==> src/core/pfb_pkg.sv <==
// package: constants and types for the parallel flash host controller
package pfb_pkg;
  localparam int unsigned CLK_PERIOD_NS    = 8;
  localparam int unsigned ADDR_W           = 22;
  localparam int unsigned DATA_W           = 8;
  localparam int unsigned PAGE_BITS        = 3;
  localparam int unsigned BUF_MAX_BYTES    = 32;
  // times in ns, plain defaults
  localparam int unsigned RANDOM_ACCESS_NS = 90;
  localparam int unsigned SELECT_ACCESS_NS = 90;
  localparam int unsigned PAGE_ACCESS_NS   = 25;
  localparam int unsigned WRITE_PULSE_NS   = 35;
  localparam int unsigned RESET_PULSE_NS   = 500;
  localparam int unsigned RESET_RELEASE_NS = 50;
  localparam int unsigned RESET_SETTLE_NS  = 20000;
  // least times round up
  localparam int unsigned RANDOM_ACCESS_CYC =
    (RANDOM_ACCESS_NS + CLK_PERIOD_NS - 1) / CLK_PERIOD_NS;
  localparam int unsigned SELECT_ACCESS_CYC =
    (SELECT_ACCESS_NS + CLK_PERIOD_NS - 1) / CLK_PERIOD_NS;
  localparam int unsigned PAGE_ACCESS_CYC =
    (PAGE_ACCESS_NS + CLK_PERIOD_NS - 1) / CLK_PERIOD_NS;
  localparam int unsigned WRITE_PULSE_CYC =
    (WRITE_PULSE_NS + CLK_PERIOD_NS - 1) / CLK_PERIOD_NS;
  localparam int unsigned RESET_PULSE_CYC =
    (RESET_PULSE_NS + CLK_PERIOD_NS - 1) / CLK_PERIOD_NS;
  localparam int unsigned RESET_RELEASE_CYC =
    (RESET_RELEASE_NS + CLK_PERIOD_NS - 1) / CLK_PERIOD_NS;
  localparam int unsigned RESET_SETTLE_CYC =
    (RESET_SETTLE_NS + CLK_PERIOD_NS - 1) / CLK_PERIOD_NS;
  localparam int unsigned CNT_W = 13;
  localparam logic [CNT_W-1:0] CNT_ZERO = 13'h0000;
  localparam logic [CNT_W-1:0] CNT_ONE  = 13'h0001;

  typedef enum logic [2:0] {
    PFB_IDLE    = 3'b000,
    PFB_READ    = 3'b001,
    PFB_WRITE   = 3'b010,
    PFB_RECOVER = 3'b011,
    PFB_RST_LOW = 3'b100,
    PFB_RST_WT  = 3'b101
  } pfb_state_t;
endpackage : pfb_pkg

==> src/core/pfb_timer_if.sv <==
// interface: load/expire handshake between controller and delay timer
`timescale 1ns/1ps
`default_nettype none
interface pfb_timer_if;
  logic                    load;
  logic [pfb_pkg::CNT_W-1:0] count;
  logic                    done;
  modport ctrl (output load, output count, input done);
  modport tmr  (input load, input count, output done);
endinterface : pfb_timer_if
`default_nettype wire

==> src/core/pfb_timer.sv <==
// module: down-counting delay timer, done when count reaches zero
`timescale 1ns/1ps
`default_nettype none
module pfb_timer (
  // clock and reset
  input  wire logic  clk_in,
  input  wire logic  resetn_in,
  // timer port
  pfb_timer_if.tmr   tmr
);
  logic [pfb_pkg::CNT_W-1:0] cnt;
  logic [pfb_pkg::CNT_W-1:0] next_cnt;

  assign next_cnt = tmr.load ? tmr.count :
                    (cnt != pfb_pkg::CNT_ZERO) ? cnt - pfb_pkg::CNT_ONE :
                    cnt;
  assign tmr.done = (cnt == pfb_pkg::CNT_ZERO) && !tmr.load;

  always_ff @(posedge clk_in) begin
    if (!resetn_in) cnt <= pfb_pkg::CNT_ZERO;
    else            cnt <= next_cnt;
  end
endmodule : pfb_timer
`default_nettype wire

==> src/core/pfb_host.sv <==
// module: host-side controller driving an asynchronous parallel flash
//
// Behaviour
// read by holding select and output gate low, write strobe high
// after reset the device reads array data without any command
// device keeps array reads until a command write alters it
// eight-byte pages; upper address picks page, low three bits byte
// first page access waits random time, in-page reads page time
// select released between reads forces the full access time again
// write by driving strobe and select low with output gate high
// unlock-bypass program needs two writes instead of four
// erase clears one sector, several sectors, or the whole array
// write-buffer programming takes at most 32 bytes per operation
// high voltage on boost pin gives bypass, unprotect, fast program
// removing boost voltage returns device to normal operation
// boost only during accelerated programming, pin never floating
// autoselect reads come from an id register with normal timing
// select and reset high put the device in standby, outputs float
// first read after standby waits the full select access time
// deselecting during program or erase does not stop it
// stable address for access time plus 30 ns enters sleep
// in sleep data stays latched; address change gives new data
// a long enough reset pulse aborts, floats outputs, returns to read
// host restarts an operation that a reset interrupted; the code only clears its write count and does not reissue anything
// reset during program keeps busy low until internal reset ends
// reset while idle completes within the idle settle time
// host waits the release delay after reset before reading
// all access and reset times are parameters; only RESET_SETTLE_CYCLES is one, the rest are package localparams
`timescale 1ns/1ps
`default_nettype none
module pfb_host #(
  // long count overridable
  parameter int unsigned RESET_SETTLE_CYCLES = pfb_pkg::RESET_SETTLE_CYC
) (
  // clock and reset
  input  wire logic                       clk_in,
  input  wire logic                       resetn_in,
  // user command port
  input  wire logic                       rd_req_in,
  input  wire logic                       wr_req_in,
  input  wire logic                       flash_reset_req_in,
  input  wire logic                       boost_req_in,
  input  wire logic [pfb_pkg::ADDR_W-1:0] addr_in,
  input  wire logic [pfb_pkg::DATA_W-1:0] wdata_in,
  output logic                            ready_out,
  output logic                            rd_valid_out,
  output logic [pfb_pkg::DATA_W-1:0]      rdata_out,
  output logic                            reset_done_out,
  output logic                            dev_busy_out,
  // flash pins
  output logic                            flash_ce_n_out,
  output logic                            flash_oe_n_out,
  output logic                            flash_we_n_out,
  output logic                            flash_reset_n_out,
  output logic                            fast_program_hv_pin_out,
  output logic [pfb_pkg::ADDR_W-1:0]      flash_addr_out,
  input  wire logic [pfb_pkg::DATA_W-1:0] data_bus_in,
  output logic [pfb_pkg::DATA_W-1:0]      data_bus_out,
  output logic                            data_bus_oe_n_out,
  input  wire logic                       ready_busy_n_in
);
  localparam logic [pfb_pkg::CNT_W-1:0] C_RAND =
    pfb_pkg::CNT_W'(pfb_pkg::RANDOM_ACCESS_CYC - 1);
  localparam logic [pfb_pkg::CNT_W-1:0] C_SEL =
    pfb_pkg::CNT_W'(pfb_pkg::SELECT_ACCESS_CYC - 1);
  localparam logic [pfb_pkg::CNT_W-1:0] C_PAGE =
    pfb_pkg::CNT_W'(pfb_pkg::PAGE_ACCESS_CYC - 1);
  localparam logic [pfb_pkg::CNT_W-1:0] C_WR =
    pfb_pkg::CNT_W'(pfb_pkg::WRITE_PULSE_CYC - 1);
  localparam logic [pfb_pkg::CNT_W-1:0] C_RP =
    pfb_pkg::CNT_W'(pfb_pkg::RESET_PULSE_CYC - 1);
  localparam logic [pfb_pkg::CNT_W-1:0] C_RH =
    pfb_pkg::CNT_W'(pfb_pkg::RESET_RELEASE_CYC - 1);
  localparam logic [pfb_pkg::CNT_W-1:0] C_SETTLE =
    pfb_pkg::CNT_W'(RESET_SETTLE_CYCLES - 1);
  // post-reset wait covers release delay and settle time
  localparam logic [pfb_pkg::CNT_W-1:0] C_POST =
    (C_SETTLE > C_RH) ? C_SETTLE : C_RH;
  localparam int unsigned PAGE_W = pfb_pkg::ADDR_W - pfb_pkg::PAGE_BITS;
  localparam int unsigned WCNT_W = 6;
  localparam logic [WCNT_W-1:0] WR_LIMIT =
    WCNT_W'(pfb_pkg::BUF_MAX_BYTES);
  localparam logic [WCNT_W-1:0] WR_ONE  = 6'h01;
  localparam logic [WCNT_W-1:0] WR_ZERO = 6'h00;

  pfb_timer_if tif ();

  pfb_timer u_timer (
    .clk_in    (clk_in),
    .resetn_in (resetn_in),
    .tmr       (tif.tmr)
  );

  // state and bookkeeping
  pfb_pkg::pfb_state_t        state;
  pfb_pkg::pfb_state_t        next_state;
  logic [PAGE_W-1:0]          open_page;
  logic [PAGE_W-1:0]          next_open_page;
  logic                       page_valid;
  logic                       next_page_valid;
  logic [WCNT_W-1:0]          wr_count;
  logic [WCNT_W-1:0]          next_wr_count;
  logic                       arm;
  logic                       next_arm;

  // next values of outputs
  logic                       next_ce_n;
  logic                       next_oe_n;
  logic                       next_we_n;
  logic                       next_rst_n;
  logic                       next_hv;
  logic [pfb_pkg::ADDR_W-1:0] next_addr;
  logic [pfb_pkg::DATA_W-1:0] next_wdata;
  logic                       next_bus_oe_n;
  logic                       next_rd_valid;
  logic [pfb_pkg::DATA_W-1:0] next_rdata;
  logic                       next_busy;
  logic                       next_reset_done;

  // decode wires
  logic                       is_idle;
  logic                       is_read;
  logic                       is_write;
  logic                       is_recover;
  logic                       is_rst_low;
  logic                       is_rst_wt;
  logic [PAGE_W-1:0]          req_page;
  logic                       page_hit;
  logic [pfb_pkg::CNT_W-1:0]  rd_count;
  logic                       wr_room;
  logic                       start_rst;
  logic                       start_rd;
  logic                       start_wr;
  logic                       t_done;
  logic                       rd_end;
  logic                       wr_end;
  logic                       rst_low_end;
  logic                       rst_wt_end;

  // state decode
  assign is_idle     = (state == pfb_pkg::PFB_IDLE);
  assign is_read     = (state == pfb_pkg::PFB_READ);
  assign is_write    = (state == pfb_pkg::PFB_WRITE);
  assign is_recover  = (state == pfb_pkg::PFB_RECOVER);
  assign is_rst_low  = (state == pfb_pkg::PFB_RST_LOW);
  assign is_rst_wt   = (state == pfb_pkg::PFB_RST_WT);
  assign req_page    = addr_in[pfb_pkg::ADDR_W-1:pfb_pkg::PAGE_BITS];

  // short wait only inside a page kept open under select
  assign page_hit    = page_valid && (req_page == open_page);
  assign rd_count    = page_hit       ? C_PAGE :
                       flash_ce_n_out ? C_SEL  :
                                        C_RAND;
  // bounded run of writes between status reads
  assign wr_room     = (wr_count != WR_LIMIT);
  assign start_rst   = is_idle && flash_reset_req_in;
  // no read while the boost pin is or may go high
  assign start_rd    = is_idle && !flash_reset_req_in && rd_req_in &&
                       !boost_req_in && !fast_program_hv_pin_out;
  assign start_wr    = is_idle && !flash_reset_req_in && !rd_req_in &&
                       wr_req_in && wr_room;
  assign t_done      = tif.done;
  assign rd_end      = is_read && t_done;
  assign wr_end      = is_write && t_done;
  assign rst_low_end = is_rst_low && t_done;
  // leave reset only once the device reports ready
  assign rst_wt_end  = is_rst_wt && !arm && t_done && ready_busy_n_in;

  // delay timer loads
  assign tif.load    = start_rd || start_wr || start_rst || arm;
  assign tif.count   = start_rd  ? rd_count :
                       start_wr  ? C_WR     :
                       start_rst ? C_RP     :
                                   C_POST;

  // main sequencer
  always_comb begin
    next_state = state;
    case (state)
      pfb_pkg::PFB_IDLE: begin
        if (start_rst)     next_state = pfb_pkg::PFB_RST_LOW;
        else if (start_rd) next_state = pfb_pkg::PFB_READ;
        else if (start_wr) next_state = pfb_pkg::PFB_WRITE;
      end
      pfb_pkg::PFB_READ: begin
        if (rd_end) next_state = pfb_pkg::PFB_IDLE;
      end
      pfb_pkg::PFB_WRITE: begin
        if (wr_end) next_state = pfb_pkg::PFB_RECOVER;
      end
      pfb_pkg::PFB_RECOVER: next_state = pfb_pkg::PFB_IDLE;
      pfb_pkg::PFB_RST_LOW: begin
        if (rst_low_end) next_state = pfb_pkg::PFB_RST_WT;
      end
      pfb_pkg::PFB_RST_WT: begin
        if (rst_wt_end) next_state = pfb_pkg::PFB_IDLE;
      end
      default: next_state = pfb_pkg::PFB_IDLE;
    endcase
  end

  // select low for both kinds of cycle
  assign next_ce_n       = (start_rd || start_wr)    ? 1'b0 :
                           (is_recover || start_rst) ? 1'b1 :
                           flash_ce_n_out;
  // output gate low only through the read
  assign next_oe_n       = !(start_rd || (is_read && !t_done));
  // write strobe low only through the write
  assign next_we_n       = !(start_wr || (is_write && !t_done));
  // reset pin low through the pulse width
  assign next_rst_n      = !(start_rst || (is_rst_low && !t_done));
  // boost follows the request outside reads and reset pulses
  assign next_hv         = boost_req_in && !is_read && !is_rst_low &&
                           !start_rst;
  assign next_addr       = (start_rd || start_wr) ? addr_in : flash_addr_out;
  assign next_wdata      = start_wr ? wdata_in : data_bus_out;
  // data held one cycle past the strobe's rising edge
  assign next_bus_oe_n   = !(start_wr || is_write);
  assign next_rd_valid   = rd_end;
  assign next_rdata      = rd_end ? data_bus_in : rdata_out;
  assign next_busy       = !ready_busy_n_in;
  assign next_reset_done = rst_wt_end;
  assign next_arm        = rst_low_end;
  assign next_open_page  = start_rd ? req_page : open_page;
  assign next_page_valid = rd_end || (page_valid && !start_wr && !start_rst);
  // a reset clears write bookkeeping so a sequence restarts clean
  assign next_wr_count   = (start_rst || rd_end) ? WR_ZERO :
                           start_wr ? wr_count + WR_ONE : wr_count;
  assign ready_out       = is_idle;

  // sequencer and bookkeeping registers
  always_ff @(posedge clk_in) begin
    if (!resetn_in) begin
      state      <= pfb_pkg::PFB_IDLE;
      open_page  <= '0;
      page_valid <= 1'b0;
      wr_count   <= WR_ZERO;
      arm        <= 1'b0;
    end else begin
      state      <= next_state;
      open_page  <= next_open_page;
      page_valid <= next_page_valid;
      wr_count   <= next_wr_count;
      arm        <= next_arm;
    end
  end

  // flash control pins
  always_ff @(posedge clk_in) begin
    if (!resetn_in) begin
      flash_ce_n_out          <= 1'b1;
      flash_oe_n_out          <= 1'b1;
      flash_we_n_out          <= 1'b1;
      flash_reset_n_out       <= 1'b1;
      fast_program_hv_pin_out <= 1'b0;
      flash_addr_out          <= '0;
    end else begin
      flash_ce_n_out          <= next_ce_n;
      flash_oe_n_out          <= next_oe_n;
      flash_we_n_out          <= next_we_n;
      flash_reset_n_out       <= next_rst_n;
      fast_program_hv_pin_out <= next_hv;
      flash_addr_out          <= next_addr;
    end
  end

  // data and status outputs
  always_ff @(posedge clk_in) begin
    if (!resetn_in) begin
      data_bus_out      <= '0;
      data_bus_oe_n_out <= 1'b1;
      rd_valid_out      <= 1'b0;
      rdata_out         <= '0;
      dev_busy_out      <= 1'b0;
      reset_done_out    <= 1'b0;
    end else begin
      data_bus_out      <= next_wdata;
      data_bus_oe_n_out <= next_bus_oe_n;
      rd_valid_out      <= next_rd_valid;
      rdata_out         <= next_rdata;
      dev_busy_out      <= next_busy;
      reset_done_out    <= next_reset_done;
    end
  end
endmodule : pfb_host
`default_nettype wire

==> config.mk <==
export PLATFORM = sky130hd
export DESIGN_NAME = pfb_host
export DESIGN_NICKNAME = d
export VERILOG_FILES = /design/src/core/pfb_pkg.sv /design/src/core/pfb_timer_if.sv /design/src/core/pfb_timer.sv /design/src/core/pfb_host.sv
export SDC_FILE = /design/constraint.sdc
export NUM_CORES = 1
export LEC_CHECK = 0
export ABC_AREA = 1
export ABC_CLOCK_PERIOD_IN_PS = 1800
export BUFFER_PORTS_ARGS = -buffer_cell sky130_fd_sc_hd__buf_2
export CORE_MARGIN = 4
export CORE_UTILIZATION = 40
export DETAILED_ROUTE_END_ITERATION = 8
export GPL_ROUTABILITY_DRIVEN = 0
export PLACE_DENSITY_LB_ADDON = 0.15
export SLEW_MARGIN = 20
export SYNTH_ARGS = -nofsm -noshare
export SYNTH_HDL_FRONTEND = slang
export SYNTH_SLANG_ARGS = --single-unit
==> constraint.sdc <==
create_clock -name clk_in -period 1.8 [get_ports clk_in]
set_input_delay 0.09 -clock clk_in [delete_from_list [all_inputs] [get_ports clk_in]]
set_output_delay 0.09 -clock clk_in [all_outputs]
set_load 0.005 [all_outputs]
==> impl_metrics.yaml <==
clock_tree:
  cts-htree-levels: 3
  cts_tree: "built"
  numCtsBuffers: 9
  cts.sinks: 90
  clk_latency_ps: 350
  ctsLongestPathBuffers: 2
  cts_root_buffer: "clkbuf_8"
  clk_pin_slew_worst_paths_ps: 90
synth:
  async_flop_share_pct: 0
  ys_types: 37
  synth_area_leader_cell: "dfxtp_1"
  synth_fp_nets: 548
  synth-seq-cells: 90
  syn_area_per_cell_sq_um: 7.66
  yosys.area.top_type_share_pct: 47.0
  synth_edf_count: 0
  synth_area_sq_um: 3830
  synth_warnings: 0
  synthTopCellsByArea: "dfxtp_1, o21ai_0, nor2_1"
  synth_ff_type: "dfxtp_1"
  synthCells: 500
  yosysSeqAreaShare_pct: 47.0
layout:
  drive_gt1_share_pct: 28.3
  final_area_sq_um: 5190
  fin_nets: 694
  diodes: 0
  final_util_pct: 55.9
  syn2layout_area_growth_pct: 35.4
timing:
  rsz0062_at_grt: "true"
  worst_pin_slew_ps: 497
  max-slew-margin-rel_pct: 66.8
  post-route-min-period_ps: 1810
  skew_ps: 10.5
  layout_setup_ws_ps: -14.5
  slew_violations: 0
  fmax_ghz: 0.551
  hold_viol_final: 0
  fin_crit_sh_pct: 101
  setup_violations: 1
worst_setup_path:
  end_kind: "flop"
  cp_max_fo: 3
  cpMostUsedCell: "nor2_4"
  arrival_ps: 2070
  required_ps: 2050
  startpoint_type: "flop"
  worstSetupPathType: "reg -> reg"
  max_stage_delay_ps: 330
  rr_worst_depth: 12
  crit_path_top_delay_cell: "dfxtp_2"
  path_cells: "inv_2, ha_4, nand2_4, nor2_4, nand3_4, nor2_4, nand3_4, nor2_4, buf_4, buf_4, a21oi_1, a211oi_1"
detailed_routing:
  route.detailed.drc: 0
  wl_mm: 10.1
  routed_via_density: 4.76
  wl_per_cell_um: 12.9
  vias: 3710
  antenna_left: 0
  drt_iter0_drc: 170
  firstDrtPassIters: 4
place:
  hpwl_mm: 7.14
  dpl-instance-area_sq_um: 4600
  io_buffers: 92
status:
  violations: "negative setup slack"
  outcome: "finished with violations"
floorplanning:
  start_util_pct: 41.3
  die-height_um: 106
  coreArea_sq_um: 9280
  die-area_sq_um: 11200
  io_pins: 93
  die_w_um: 106
  num_rows: 35
pwr:
  peakVddDrop_mv: 0.592
  p_leak_nw: 2.42
  p_per_area_nw_per_um2: 1270
grt:
  grt_usage_pct: 17.8
  antenna_found_initial: 0
  grt_max_degree: 34
  gr-total-overflow: 0
  grt_pass1_wl_mm: 16.4
  grt_pass1_vias: 3437
run:
  drv_cap: 0
min_path:
  worstHoldPathCells: 3
  min_path_type: "in -> reg"
==> metrics by stage <==
step                setup TNS, ps  total power, mW  hold slack [ps]  setup slack (ps)  std cells
floorplan                       0             4.08              162              93.2        500
global placement                0             4.94              269              49.8        732
detailed placement           -321             4.97              278             -32.7        732
CTS                        -0.124             6.43            0.468            -0.124        776
global route                -1320             7.04             11.8              -108        780
finish                      -14.5             6.56             15.8             -14.5        780
==> critical path, delay by kind of cell, from the launching register on <==
family	cells	cell delay, ps
AND/OR/NAND/NOR	6	710
flip-flops	1	330
buffers and inverters	3	300
AO/OA/AOI/OAI	2	230
adder cells (fa/ha/maj)	1	150
==> worst paths after layout <==
path,startpoint,slack [ps],endpoint
worst max-delay path,u_timer.cnt[1],-10,u_timer.cnt[1]
worst min-delay path,addr_in[6],20,flash_addr_out[6]
worst max register to register,u_timer.cnt[1],-10,u_timer.cnt[1]
worst min register to register,rdata_out[4],460,rdata_out[4]
==> logic make-up after synthesis <==
logic type / Yosys count / synth area share (%)
AND/OR/NAND/NOR: 195 / 24.7
flip-flops: 90 / 47.0
XOR/XNOR: 12 / 2.74
AO/OA/AOI/OAI: 119 / 16.4
adder cells (fa/ha/maj): 3 / 0.980
buffers and inverters: 81 / 8.17
==> flip-flops by register name, summed over array words and instances (netlist names) <==
signal / flops
data_bus_oe_n_out: 1
state: 3
flash_addr_out: 22
data_bus_out: 8
flash_we_n_out: 1
page_valid: 1
flash_ce_n_out: 1
reset_done_out: 1
flash_oe_n_out: 1
wr_count: 6
rdata_out: 8
dev_busy_out: 1
u_timer.cnt: 13
fast_program_hv_pin_out: 1
rd_valid_out: 1
open_page: 19
arm: 1
flash_reset_n_out: 1
==> timing repair <==
| action | 4_1_cts | 5_1_grt |
|---|---|---|
| cloned | 1 | 0 |
| endpoints found under the hold margin | 25 | 0 |
| gates resized for setup | 6 | 19 |
| hold buffers | 25 | 0 |
| setup endpoints to repair | 16 | 31 |
| pin swaps | 3 | 9 |
| buffers inserted | 2 | 4 |
==> metal layers <==
layer  GRT usage, %  part of all wire, %
met5              0                    0
met4           5.92                  1.3
met3           3.06                  4.3
met2           30.6                   49
met1           22.7                   45
==> power breakdown <==
part | internal (mW) | switching [mW]
clock | 0.583 | 0.739
combinational | 1.18 | 1.53
sequential | 2.33 | 0.206
total | 4.09 | 2.47
==> Yosys cell counts, types with 2 or more instances <==
cell type  number
nand4_1         8
inv_2           4
nand2_4         4
o21ai_1         2
nor4_1          3
a211oi_1        2
inv_1          57
nor2_4          3
nor3_1          8
nor2_1         78
nand3_1        16
buf_2           3
inv_4           2
nand3_2         3
o21ai_0        59
ha_1            3
xor2_1         10
a21oi_1        43
clkbuf_1       13
xnor2_1         2
nor2_2          5
o22ai_1         7
a311oi_1        2
dfxtp_1        90
clkinv_1        2
nand2_1        60
==> cells in the final DEF, fill, tap and decap left out, types with 3 or more instances in the layout <==
cell type,count
buf_2,92
dfxtp_1,87
nor2_1,76
nand2_1,59
o21ai_0,59
inv_1,53
a21oi_1,42
buf_4,32
dlygate4sd3_1,25
nand3_1,13
clkbuf_8,11
xor2_1,10
nor3_1,8
nor2_4,8
nand4_1,8
inv_2,7
o22ai_1,7
nand2_4,5
nand3_2,4
nor2_2,3
nand3_4,3
nor4_1,3
dfxtp_2,3
==> area by class of cell <==
type | count | area, sq um
Clock buffer | 11 | 151
Tap cell | 129 | 161
Clock inverter | 5 | 37.5
Timing Repair Buffer | 150 | 971
Fill cell | 928 | 4100
Multi-Input combinational cell | 330 | 1810
Sequential cell | 90 | 1810
Inverter | 65 | 254
Power figures use the tool's default switching activity.
